$ cat src/shared/rst_seq_params.svh
/*
 * Offsets, field positions, reset values and cycle counts of the reset and
 * low-power sequencer. Assumes an 8-bit register port.
 */
`ifndef RST_SEQ_PARAMS_SVH
`define RST_SEQ_PARAMS_SVH

`define ADDR_CAUSE 8'h00
`define ADDR_FORCE 8'h01
`define ADDR_PMSC2 8'h02
`define ADDR_DBGCTL 8'h03

`define CAUSE_POR 7
`define CAUSE_PIN 6
`define CAUSE_WDOG 5
`define CAUSE_ILOP 4
`define CAUSE_DBGF 3
`define CAUSE_LVD 1

`define FORCE_BIT 0
`define PMSC2_PARTIAL_POWERDOWN_FLAG 3
`define PMSC2_PARTIAL_POWERDOWN_ACK 2
`define PMSC2_DEEP_EN 0
`define PMSC2_LVD_RST_EN 4
`define PMSC2_TRIP_HIGH 5
`define DBGCTL_DEBUG_MODE_ENABLE 7
`define DBGCTL_BDM 6
`define DBGCTL_STOPPED 0

`define CAUSE_RESET_VAL 8'h80
`define RST_PULSE_CYCLES 66
`define DBG_BIT_CYCLES 16
`define DBG_START_CYCLES 4
`define DBG_ZERO_CYCLES 13
`define PIN_BLANK_CYCLES 3

`endif

$ cat src/shared/rst_seq_pkg.sv
/*
 * Types shared by the reset and low-power sequencer.
 * Assumes the parameter header is on the include path.
 */
package rst_seq_pkg;

    typedef enum logic [1:0] {
        ST_RESET,
        ST_RUN,
        ST_STOP,
        ST_DEEP_STOP
    } seq_state_t;

    typedef struct packed {
        logic wr;
        logic rd;
        logic [7:0] addr;
        logic [7:0] wdata;
    } reg_req_t;

    typedef struct packed {
        logic valid;
        logic status_mem;
        logic background;
    } dbg_cmd_t;

endpackage : rst_seq_pkg

$ cat src/design/reset_mode_lowpower_sequencer.sv
/*
 * Reset pulse generator, reset cause recorder, mode-select capture,
 * stop / deepest-stop sequencing with pin latch handshake, and the
 * bit timer of the single-wire debug line.
 * Assumes one 250 MHz core_clk, rst_b as power-on reset, pins
 * resolved outside from out/oe, and same-clock request inputs.
 */
`timescale 1ns/100ps
`include "rst_seq_params.svh"

module reset_mode_lowpower_sequencer
    import rst_seq_pkg::*;
#(
    parameter int N_PINS = 8,
    parameter int RST_PULSE = `RST_PULSE_CYCLES,
    parameter int BIT_CYCLES = `DBG_BIT_CYCLES
) (
    input wire logic core_clk,
    input wire logic rst_b,
    input wire reg_req_t reg_req,
    output logic [7:0] reg_rdata,
    input wire logic reset_pin_in,
    output logic reset_pin_out,
    output logic reset_pin_oe,
    input wire logic debug_mode_select_pin_in,
    output logic debug_mode_select_pin_out,
    output logic debug_mode_select_pin_oe,
    input wire logic lvd_trip,
    input wire logic wdog_trip,
    input wire logic illegal_op,
    input wire logic stop_req,
    input wire logic wake_irq,
    input wire logic rtc_wake,
    input wire dbg_cmd_t dbg_cmd,
    output logic dbg_cmd_err,
    input wire logic dbg_tx_valid,
    input wire logic dbg_tx_bit,
    output logic dbg_tx_busy,
    input wire logic [N_PINS-1:0] periph_en,
    output logic [N_PINS-1:0] periph_pin_sel,
    output logic sys_reset,
    output logic gpio_reset_cfg,
    output logic bdm_active,
    output logic power_down,
    output logic pin_latch_hold,
    output logic periph_clk_en,
    output logic debug_clk_en,
    output logic lvd_reset_en,
    output logic lvd_trip_low
);

    ////////////////////////////////////////////////////////////////////////
    // Pin synchronisers

    logic rst_pin_meta_reg;
    logic rst_pin_sync_reg;
    logic ms_meta_reg;
    logic ms_sync_reg;

    always_ff @(posedge core_clk or negedge rst_b) begin
        if (!rst_b) begin
            rst_pin_meta_reg <= 1'b1;
            rst_pin_sync_reg <= 1'b1;
            ms_meta_reg <= 1'b1;
            ms_sync_reg <= 1'b1;
        end else begin
            rst_pin_meta_reg <= reset_pin_in;
            rst_pin_sync_reg <= rst_pin_meta_reg;
            ms_meta_reg <= debug_mode_select_pin_in;
            ms_sync_reg <= ms_meta_reg;
        end
    end

    ////////////////////////////////////////////////////////////////////////
    // Register decode and control bits

    logic wr_force;
    logic wr_pmsc2;
    logic wr_dbgctl;
    logic ppd_ack;
    logic deep_en_reg;
    logic debug_mode_enable_reg;
    logic trip_high_reg;
    logic partial_powerdown_flag_reg;
    logic [7:0] cause_reg;

    assign wr_force = reg_req.wr && reg_req.addr == `ADDR_FORCE
        && reg_req.wdata[`FORCE_BIT];
    assign wr_pmsc2 = reg_req.wr && reg_req.addr == `ADDR_PMSC2;
    assign wr_dbgctl = reg_req.wr && reg_req.addr == `ADDR_DBGCTL;
    assign ppd_ack = wr_pmsc2 && reg_req.wdata[`PMSC2_PARTIAL_POWERDOWN_ACK];

    ////////////////////////////////////////////////////////////////////////
    // Sequencer

    seq_state_t state_reg;
    seq_state_t state_next;
    logic [6:0] pulse_cnt_reg;
    logic [1:0] blank_reg;
    logic sample_mode_reg;
    logic pin_event;
    logic [7:0] run_cause;
    logic run_reset;
    logic deep_wake;
    logic enter_reset;
    logic last_reset_cycle;

    // Our own pulse echoes back through the synchroniser, so blank it
    assign pin_event = !rst_pin_sync_reg && blank_reg == 2'h0;
    assign last_reset_cycle = pulse_cnt_reg == 7'(RST_PULSE - 1);

    always_comb begin
        run_cause = 8'h00;
        run_cause[`CAUSE_PIN] = pin_event;
        run_cause[`CAUSE_WDOG] = wdog_trip;
        run_cause[`CAUSE_ILOP] = illegal_op;
        run_cause[`CAUSE_DBGF] = wr_force;
        run_cause[`CAUSE_LVD] = lvd_trip && lvd_reset_en;
    end

    assign run_reset = run_cause != 8'h00;
    assign deep_wake = !rst_pin_sync_reg || rtc_wake;

    always_comb begin
        state_next = state_reg;
        case (state_reg)
            ST_RESET: begin
                if (last_reset_cycle) begin
                    state_next = ST_RUN;
                end
            end
            ST_RUN: begin
                if (run_reset) begin
                    state_next = ST_RESET;
                end else if (stop_req && deep_en_reg) begin
                    state_next = ST_DEEP_STOP;
                end else if (stop_req) begin
                    state_next = ST_STOP;
                end
            end
            ST_STOP: begin
                if (lvd_trip && lvd_reset_en) begin
                    state_next = ST_RESET;
                end else if (wake_irq) begin
                    state_next = ST_RUN;
                end else if (dbg_cmd.valid && dbg_cmd.background && debug_mode_enable_reg) begin
                    state_next = ST_RUN;
                end
            end
            ST_DEEP_STOP: begin
                if (deep_wake) begin
                    state_next = ST_RESET;
                end
            end
            default: begin
                state_next = ST_RESET;
            end
        endcase
    end

    assign enter_reset = state_next == ST_RESET && state_reg != ST_RESET;

    always_ff @(posedge core_clk or negedge rst_b) begin
        if (!rst_b) begin
            state_reg <= ST_RESET;
        end else begin
            state_reg <= state_next;
        end
    end

    always_ff @(posedge core_clk or negedge rst_b) begin
        if (!rst_b) begin
            pulse_cnt_reg <= 7'h00;
        end else if (state_next != ST_RESET || enter_reset) begin
            pulse_cnt_reg <= 7'h00;
        end else begin
            pulse_cnt_reg <= pulse_cnt_reg + 7'h01;
        end
    end

    always_ff @(posedge core_clk or negedge rst_b) begin
        if (!rst_b) begin
            blank_reg <= 2'(`PIN_BLANK_CYCLES);
        end else if (state_reg == ST_RESET) begin
            blank_reg <= 2'(`PIN_BLANK_CYCLES);
        end else if (blank_reg != 2'h0) begin
            blank_reg <= blank_reg - 2'h1;
        end
    end

    // Cause and mode-sample flag
    always_ff @(posedge core_clk or negedge rst_b) begin
        if (!rst_b) begin
            cause_reg <= `CAUSE_RESET_VAL;
            sample_mode_reg <= 1'b1;
        end else if (enter_reset && state_reg == ST_RUN) begin
            cause_reg <= run_cause;
            sample_mode_reg <= wr_force;
        end else if (enter_reset && state_reg == ST_DEEP_STOP) begin
            cause_reg <= `CAUSE_RESET_VAL;
            sample_mode_reg <= 1'b1;
        end else if (enter_reset) begin
            cause_reg <= 8'h00;
            cause_reg[`CAUSE_LVD] <= 1'b1;
            sample_mode_reg <= 1'b0;
        end
    end

    // Mode chosen on the last reset cycle, held after the pin turns debug
    always_ff @(posedge core_clk or negedge rst_b) begin
        if (!rst_b) begin
            bdm_active <= 1'b0;
        end else if (state_reg == ST_RESET && last_reset_cycle && sample_mode_reg) begin
            bdm_active <= !ms_sync_reg;
        end else if (state_reg == ST_RESET) begin
            bdm_active <= 1'b0;
        end else if (state_reg == ST_STOP && state_next == ST_RUN && !wake_irq) begin
            bdm_active <= 1'b1;
        end
    end

    ////////////////////////////////////////////////////////////////////////
    // Software control bits, all cleared by every reset except lvd_reset_en and lvd_trip_low, which are set

    always_ff @(posedge core_clk or negedge rst_b) begin
        if (!rst_b) begin
            deep_en_reg <= 1'b0;
            trip_high_reg <= 1'b0;
            lvd_reset_en <= 1'b1;
            lvd_trip_low <= 1'b1;
        end else if (enter_reset) begin
            deep_en_reg <= 1'b0;
            trip_high_reg <= 1'b0;
            lvd_reset_en <= 1'b1;
            lvd_trip_low <= 1'b1;
        end else if (wr_pmsc2) begin
            deep_en_reg <= reg_req.wdata[`PMSC2_DEEP_EN];
            trip_high_reg <= reg_req.wdata[`PMSC2_TRIP_HIGH];
            lvd_reset_en <= reg_req.wdata[`PMSC2_LVD_RST_EN];
            lvd_trip_low <= !reg_req.wdata[`PMSC2_TRIP_HIGH];
        end
    end

    always_ff @(posedge core_clk or negedge rst_b) begin
        if (!rst_b) begin
            debug_mode_enable_reg <= 1'b0;
        end else if (enter_reset) begin
            debug_mode_enable_reg <= 1'b0;
        end else if (wr_dbgctl) begin
            debug_mode_enable_reg <= reg_req.wdata[`DBGCTL_DEBUG_MODE_ENABLE];
        end
    end

    ////////////////////////////////////////////////////////////////////////
    // Partial power-down flag and pin latches; a new set beats the ack

    always_ff @(posedge core_clk or negedge rst_b) begin
        if (!rst_b) begin
            partial_powerdown_flag_reg <= 1'b0;
            pin_latch_hold <= 1'b0;
        end else begin
            if (ppd_ack) begin
                partial_powerdown_flag_reg <= 1'b0;
                pin_latch_hold <= 1'b0;
            end
            if (state_reg == ST_DEEP_STOP && deep_wake) begin
                partial_powerdown_flag_reg <= 1'b1;
            end
            if (state_next == ST_DEEP_STOP) begin
                pin_latch_hold <= 1'b1;
            end
        end
    end

    // Frozen while latched; afterwards an idle peripheral yields to port
    always_ff @(posedge core_clk or negedge rst_b) begin
        if (!rst_b) begin
            periph_pin_sel <= '0;
        end else if (!pin_latch_hold || ppd_ack) begin
            periph_pin_sel <= periph_en;
        end
    end

    ////////////////////////////////////////////////////////////////////////
    // Reset outputs, power and clock gating

    always_ff @(posedge core_clk or negedge rst_b) begin
        if (!rst_b) begin
            reset_pin_out <= 1'b0;
            reset_pin_oe <= 1'b1;
            sys_reset <= 1'b1;
            gpio_reset_cfg <= 1'b1;
            power_down <= 1'b0;
            periph_clk_en <= 1'b0;
            debug_clk_en <= 1'b0;
        end else begin
            reset_pin_out <= 1'b0;
            reset_pin_oe <= state_next == ST_RESET;
            sys_reset <= state_next == ST_RESET;
            gpio_reset_cfg <= state_next == ST_RESET;
            power_down <= state_next == ST_DEEP_STOP;
            periph_clk_en <= state_next == ST_RUN;
            debug_clk_en <= state_next == ST_RUN
                || (state_next == ST_STOP && debug_mode_enable_reg);
        end
    end

    // Memory commands with status answer an error while stopped
    always_ff @(posedge core_clk or negedge rst_b) begin
        if (!rst_b) begin
            dbg_cmd_err <= 1'b0;
        end else begin
            dbg_cmd_err <= dbg_cmd.valid && dbg_cmd.status_mem
                && (state_reg == ST_STOP || state_reg == ST_DEEP_STOP);
        end
    end

    ////////////////////////////////////////////////////////////////////////
    // Debug line bit timer

    logic [4:0] bit_cnt_reg;
    logic bit_val_reg;
    logic [4:0] edge_at;

    assign edge_at = bit_val_reg ? 5'(`DBG_START_CYCLES) : 5'(`DBG_ZERO_CYCLES);

    always_ff @(posedge core_clk or negedge rst_b) begin
        if (!rst_b) begin
            dbg_tx_busy <= 1'b0;
            bit_cnt_reg <= 5'h00;
            bit_val_reg <= 1'b0;
        end else if (state_reg == ST_RESET) begin
            dbg_tx_busy <= 1'b0;
            bit_cnt_reg <= 5'h00;
        end else if (!dbg_tx_busy && dbg_tx_valid && debug_clk_en) begin
            dbg_tx_busy <= 1'b1;
            bit_cnt_reg <= 5'h00;
            bit_val_reg <= dbg_tx_bit;
        end else if (dbg_tx_busy && bit_cnt_reg == 5'(BIT_CYCLES - 1)) begin
            dbg_tx_busy <= 1'b0;
        end else if (dbg_tx_busy) begin
            bit_cnt_reg <= bit_cnt_reg + 5'h01;
        end
    end

    // Low phase, one-cycle driven-high speedup, then released
    always_ff @(posedge core_clk or negedge rst_b) begin
        if (!rst_b) begin
            debug_mode_select_pin_out <= 1'b0;
            debug_mode_select_pin_oe <= 1'b0;
        end else if (state_next == ST_RESET || !dbg_tx_busy) begin
            debug_mode_select_pin_out <= 1'b0;
            debug_mode_select_pin_oe <= 1'b0;
        end else begin
            debug_mode_select_pin_out <= bit_cnt_reg == edge_at;
            debug_mode_select_pin_oe <= bit_cnt_reg <= edge_at;
        end
    end

    ////////////////////////////////////////////////////////////////////////
    // Read port; unmapped addresses read zero

    always_ff @(posedge core_clk or negedge rst_b) begin
        if (!rst_b) begin
            reg_rdata <= 8'h00;
        end else if (reg_req.rd) begin
            reg_rdata <= 8'h00;
            case (reg_req.addr)
                `ADDR_CAUSE: begin
                    reg_rdata <= cause_reg;
                end
                `ADDR_PMSC2: begin
                    reg_rdata[`PMSC2_DEEP_EN] <= deep_en_reg;
                    reg_rdata[`PMSC2_PARTIAL_POWERDOWN_FLAG] <= partial_powerdown_flag_reg;
                    reg_rdata[`PMSC2_LVD_RST_EN] <= lvd_reset_en;
                    reg_rdata[`PMSC2_TRIP_HIGH] <= trip_high_reg;
                end
                `ADDR_DBGCTL: begin
                    reg_rdata[`DBGCTL_DEBUG_MODE_ENABLE] <= debug_mode_enable_reg;
                    reg_rdata[`DBGCTL_BDM] <= bdm_active;
                    reg_rdata[`DBGCTL_STOPPED] <= state_reg == ST_STOP;
                end
                default: begin
                    reg_rdata <= 8'h00;
                end
            endcase
        end else begin
            reg_rdata <= 8'h00;
        end
    end

endmodule : reset_mode_lowpower_sequencer

$ cat config.mk
export PLATFORM = sky130hd
export DESIGN_NAME = reset_mode_lowpower_sequencer
export DESIGN_NICKNAME = d
export VERILOG_FILES = /design/src/shared/rst_seq_pkg.sv /design/src/design/reset_mode_lowpower_sequencer.sv
export VERILOG_INCLUDE_DIRS = /design/src /design/src/shared
export SDC_FILE = /design/constraint.sdc
export NUM_CORES = 1
export LEC_CHECK = 0
export BUFFER_PORTS_ARGS = -buffer_cell sky130_fd_sc_hd__buf_2
export CORE_ASPECT_RATIO = 1.2
export CORE_MARGIN = 1
export CORE_UTILIZATION = 40
export DETAILED_ROUTE_END_ITERATION = 16
export SLEW_MARGIN = 0
export SYNTH_ARGS = -nofsm -noshare
export SYNTH_HDL_FRONTEND = slang
export SYNTH_SLANG_ARGS = --single-unit
$ cat constraint.sdc
create_clock -name core_clk -period 5.04 [get_ports core_clk]
set_input_delay 1.008 -clock core_clk [delete_from_list [all_inputs] [get_ports core_clk]]
set_output_delay 1.008 -clock core_clk [all_outputs]
set_load 0.005 [all_outputs]
## After elaboration in Yosys (flattened, before gate mapping)

Cells that the tools add are included.
W data, S select, Z words.

| cells by class | value |
|---|---|
| reduce and logical (&&, ||, !) cells | 55 |
| add/sub/neg operators | 3 |
| equal/unequal tests | 13 |
| $lt $le $gt $ge | 1 |
| multiplexer cells | 49 |
| bitwise gates (word level) | 1 |

Operator list:

| cell | count |
|---|---|
| $mux W8 | 4 |
| $logic_and A1 B1 Y1 | 24 |
| $mux W1 | 24 |
| $mux W2 | 11 |
| $mux W5 | 4 |
| $eq A8 B2 Y1 const B | 2 |
| $reduce_bool A2 Y1 | 8 |
| $reduce_bool A3 Y1 | 4 |
| $eq A2 B2 Y1 const B | 4 |
| $eq A8 B1 Y1 const B | 1 |
| $logic_not A8 Y1 | 1 |
| $pmux W2 S4 | 1 |
| $reduce_bool A8 Y1 | 1 |
| $add A7 B1 Y7 const B | 1 |
| $eq A7 B7 Y1 const B | 1 |
| $mux W7 | 1 |
| $logic_not A1 Y1 | 6 |
| $logic_not A2 Y1 | 3 |
| $logic_or A1 B1 Y1 | 6 |
| $pmux W3 S2 | 1 |
| $add A5 B1 Y5 const B | 1 |
| $eq A5 B4 Y1 | 1 |
| $eq A5 B4 Y1 const B | 1 |
| $le A5 B4 Y1 | 1 |
| 8 further kinds | 10 |

| storage, ports and cells | value |
|---|---|
| bits of input ports | 41 |
| output and inout bits | 31 |
| register bits after elaboration | 62 |

## Longest topological paths before layout

| depth | value |
|---|---|
| depth in word-level cells | 12 |
| gate-level depth with buffers | 8 |

## Worst setup path before layout

No wires, ideal clock.

| path | value |
|---|---|
| path kind | input port to flip-flop |
| start | in reg_req[11] (netlist bit) |
| end | reg sample_mode_reg |
| required time | 4958 ps |
| setup time | 82 ps |
| arrival | 2699 ps |
| cell stages on the path | 6 |
| path slack | 2259 ps |
| cell sequence | or4_4 -> or4_4 -> nand2b_2 -> and2_4 -> buf_8 -> mux2_4 |

| on the way | value |
|---|---|
| cells in the longest elaborated chain, start to end | 11 |

Ends and longest elaborated chain:

| element | RTL line | RTL |
|---|---|---|
| start, declared | reset_mode_lowpower_sequencer.sv:20 | `input wire reg_req_t reg_req,` |
| $eq A8 B1 Y1 (no line) * | n/a |  |
| $logic_and A1 B1 Y1 (no line) * | n/a |  |
| $logic_and A1 B1 Y1 * | reset_mode_lowpower_sequencer.sv:87 | `` assign wr_force = reg_req.wr && reg_req.addr == `ADDR_FORCE `` |
| $reduce_bool A8 Y1 | reset_mode_lowpower_sequencer.sv:121 | `assign run_reset = run_cause != 8'h00;` |
| $mux W2 | reset_mode_lowpower_sequencer.sv:133 | `if (run_reset) begin` |
| $pmux W2 S4 | reset_mode_lowpower_sequencer.sv:126 | `case (state_reg)` |
| $logic_not A2 Y1 | reset_mode_lowpower_sequencer.sv:161 | `assign enter_reset = state_next == ST_RESET && state_reg != ST_RESET;` |
| $logic_and A1 B1 Y1 | reset_mode_lowpower_sequencer.sv:161 |  |
| $logic_and A1 B1 Y1 | reset_mode_lowpower_sequencer.sv:199 | `end else if (enter_reset && state_reg == ST_DEEP_STOP) begin` |
| $mux W1 | reset_mode_lowpower_sequencer.sv:199 |  |
| $mux W1 | reset_mode_lowpower_sequencer.sv:196 | `end else if (enter_reset && state_reg == ST_RUN) begin` |
| end signal, assigned | reset_mode_lowpower_sequencer.sv:198 | `sample_mode_reg <= wr_force;` |
| end, declared | reset_mode_lowpower_sequencer.sv:100 | `logic sample_mode_reg;` |

Every way passes the cells marked *; elsewhere a longest branch is shown, timed or not.
A chain may end at the register's enable or synchronous reset.

## Worst setup path after layout

| path | value |
|---|---|
| start | in reg_req[11] (netlist bit) |
| end | reg periph_pin_sel[1] |

| on the way | value |
|---|---|
| cells in the longest elaborated chain, start to end | 4 |

Ends and longest elaborated chain:

| element | RTL line | RTL |
|---|---|---|
| $eq A8 B2 Y1 | n/a |  |
| $logic_and A1 B1 Y1 (no line) | n/a |  |
| $logic_and A1 B1 Y1 | reset_mode_lowpower_sequencer.sv:91 | `` assign ppd_ack = wr_pmsc2 && reg_req.wdata[`PMSC2_PARTIAL_POWERDOWN_ACK]; `` |
| $logic_or A1 B1 Y1 | reset_mode_lowpower_sequencer.sv:279 | `end else if (!pin_latch_hold \|\| ppd_ack) begin` |
| end signal, assigned | reset_mode_lowpower_sequencer.sv:280 | `periph_pin_sel <= periph_en;` |
| end, declared | reset_mode_lowpower_sequencer.sv:40 | `output logic [N_PINS-1:0] periph_pin_sel,` |

Every way passes these cells.

==> run_results.csv <==
group,metric,value,unit
pwr,seq_power_share,47.7,%
synthesis,syn-mean-instance-area,11.5,um^2
setup_path,worstPathArrival,2.85,ns
final_layout,drive_above_1_share,38.1,%
setup_path,cpMaxStageDelayCell,"or4_4",
pwr,switching_share,25.7,%
sta,worst_slew_pin_slew,0.714,ns
floorplanning,initial_core_util,41.4,%
placement,placed_area,3170,um^2
sta,fin_crit_sh,52.1,%
cts,cts_htree_levels,3,
setup_path,path_buf_inv,1,
synthesis,synth-seq-cells,59,
cts,cts_tree,"built",
synthesis,ys.flop_type,"dfrtp_1",
final_layout,area_growth,20.5,%
drt,drcViolationCount,0,
global_route,grt_pass1_vias,1999,
worst_hold_path,hold_class,"reg -> reg",
setup_path,path_cells,"buf_2 -> or4_4 -> nor3_4 -> nand4b_4 -> o21ai_4 -> mux2_2",
final_layout,fillers,652,
global_route,grt_pass1_wl,9.50,mm
sta,maxClockFrequency,0.380,GHz
setup_path,cp_slowest_stage_delay,0.56,ns
final_layout,nNetsFinal,361,
placement,place_inst,389,
synthesis,synth_area,2820,um^2
floorplanning,dieArea,7390,um^2
synthesis,async_flop_share,100,%
cts,cts_hold_buffers,0,
global_route,gr-usage-all-layers,17.1,%
pwr,clock_power_share,38.3,%
drt,ant_nets,0,
pwr,vdd_ir_drop_max,170,uV
global_route,grt_remaining_overflow,0,
setup_path,required,5.26,ns
setup_path,reg2reg_to,"sample_mode_reg",
worst_hold_path,min_from,"rst_pin_meta_reg",
synthesis,ys_warn_count,0,
placement,routabilityCongestion,0.830,
cts,root_buffer,"clkbuf_8",
placement,hpwlAfterDp,4.05,mm
placement,port_buffers,66,
global_route,grt_max_degree,60,
synthesis,synth_largest_area_cell,"dfrtp_1",
cts,clk_latency,0.34,ns
run,drv_cap,0,
final_layout,antenna-diode-count,0,
drt,vias,2008,
cts,clkSinkCount,59,
status,status,"finished, final reports clean",
sta,max-slew-margin-rel,52.4,%
synthesis,synth_top_area_share,42.6,%
cts,post_cts_resized,0,
setup_path,end_kind,"flip-flop",
floorplanning,fp.dieW,78.7,um
sta,rsz0062_at_grt,"no",
floorplanning,ios,72,
synthesis,synth_area_leaders,"dfrtp_1 43%, dfstp_2 10%, mux2_2 3.6%",
synthesis,synth_edf_count,0,
sta,setup_viol,0,
sta,maxSlewViolCount,0,
cts,numCtsBuffers,9,
final_layout,largest_reg_flops,8,
sta,hold_viol,0,
pwr,power_density,373,nW/um^2
drt,drt-initial-drc-count,115,
sta,tns,0,ns
setup_path,r2r_setup_slack,2.78,ns
setup_path,cp_top_family,"simple AND/OR/NAND/NOR gates",
floorplanning,placementRows,33,
pwr,p_total,1.27,mW
sta,fin_skew,0.00710,ns
setup_path,reg2reg_depth,5,
cts,path_clk_slew,0.06,ns
drt,wl,5.64,mm
cts,ctsLongestPathBuffers,2,
pwr,p_leak,1.68,nW
setup_path,start_kind,"primary input",
drt,drtPass1Iterations,4,
drt,detail_route.wl_per_cell,13.9,um
setup_path,rr_startpoint,"state_reg[0]",
global_route,antenna_found_initial,0,
setup_path,crit_path_max_fanout,9,
cts,cts_setup_buffers,0,
synthesis,yosysUniqueCellTypes,55,
floorplanning,coreArea,6810,um^2
sta,final.min_clock_period,2.63,ns
final_layout,final_cell_count_no_fill,405,
pwr,switchingPower,0.325,mW
setup_path,worstSetupPathType,"in -> reg",
final_layout,multiInputGateArea,1190,um^2
final_layout,regArea,1490,um^2
worst_hold_path,whs_path_depth,0,
synthesis,ys_seq_area_share,52.8,%
worst_hold_path,whs_endpoint,"rst_pin_sync_reg",
pwr,p_comb_share,14.0,%
synthesis,syn_inst,245,
drt,vias_per_cell,4.96,
floorplanning,die_y,94.0,um
pwr,internal_power,0.942,mW
final_layout,design_area,3400,um^2
-- metal layers --
metal / up-vias / track usage, % / part of all wire [%]
met2: 59 / 24.4 / 46
met5: - / 0 / 0
li1: 986 / - / -
met3: 14 / 5.73 / 4.9
met1: 949 / 22.6 / 46
met4: 0 / 9.10 / 2.9
-- synth_stat cells (3+ instances only) --
cell      instances
ha_1              7
dfstp_2          11
a22o_1            3
inv_1            12
and2_1            3
dfrtp_1          48
xor2_1            3
nand2_1          18
mux2_2            9
buf_4             4
a22oi_1           4
mux2i_1           9
xnor2_1           5
o21ai_0           5
a21boi_0          3
nand3_1           6
and3_1            3
nor3_1            5
nand2b_1          4
a21oi_1          13
nor2_1           23
nor3b_1           3
-- worst max-delay path by stage --
stage / from / endpoint / slack (ns) / cells after the start
3_3_place_gp: reg_req[11] / periph_pin_sel[2] / 2.06 / 6
5_1_grt: reg_req[11] / pin_latch_hold / 2.30 / 6
4_1_cts: reg_req[11] / periph_pin_sel[1] / 2.41 / 6
2_1_floorplan: reg_req[11] / sample_mode_reg / 2.26 / 6
3_5_place_dp: reg_req[11] / periph_pin_sel[1] / 2.04 / 6
6_report: reg_req[11] / periph_pin_sel[1] / 2.41 / 6
-- worst reg2reg max path: stages, from the launching register on --
cell and delay, ns:
dfrtp_1 0.50, and4b_2 0.35, a31oi_4 0.20, nor4b_2 0.50, and2_4 0.32, mux2_4 0.31
-- power groups by stage --
| stage | combinational, mW | clock, mW | sequential [mW] |
|---|---|---|---|
| finish | 0.177 | 0.485 | 0.605 |
| global route | 0.205 | 0.532 | 0.615 |
| CTS | 0.182 | 0.500 | 0.605 |
| detailed placement | 0.182 | 0 | 0.612 |
| global placement | 0.176 | 0 | 0.610 |
| floorplan | 0.129 | 0 | 0.598 |
-- cell families (layout without fill, tap and decap cells) --
logic type	after synthesis	count (layout)	share of synthesized area, %
AOI/OAI and AO/OA	41	41	10.5
xor gates and xnor gates	8	8	2.48
adders and majority gates	7	7	3.11
buffers and inverters	23	95	5.10
DFF	59	59	52.8
muxes	19	19	7.32
other	1	2	0.133
and+or+nand+nor	87	87	18.5
-- cells in the final DEF, fill, tap and decap left out, types with 5 or more instances in the layout --
master / instances
nand2_1: 18
mux2i_1: 9
xnor2_1: 5
mux2_2: 9
a21oi_1: 13
dfrtp_1: 48
inv_1: 12
dfstp_2: 11
nand3_1: 6
buf_2: 66
ha_1: 7
clkbuf_8: 11
nor2_1: 23
o21ai_0: 5
nor3_1: 5
-- metrics by stage --
stage	hold slack (ns)	worst slack, ns	utilization, %
5_1_grt	0.362	2.30	49.9
3_5_place_dp	0.347	2.04	46.6
4_1_cts	0.357	2.41	49.9
3_3_place_gp	0.347	2.06	46.6
6_report	0.357	2.41	49.9
2_1_floorplan	0.345	2.26	-
-- layout make-up --
class	count	area share [%]
well taps	87	3.20
repair buffers	67	9.94
inverters	12	1.33
clock inverters	5	2.21
multi-input cells	164	35.0
clock buffers	11	4.46
flip-flops and latches	59	43.9
Note: power is estimated with default switching activity, not from simulation.
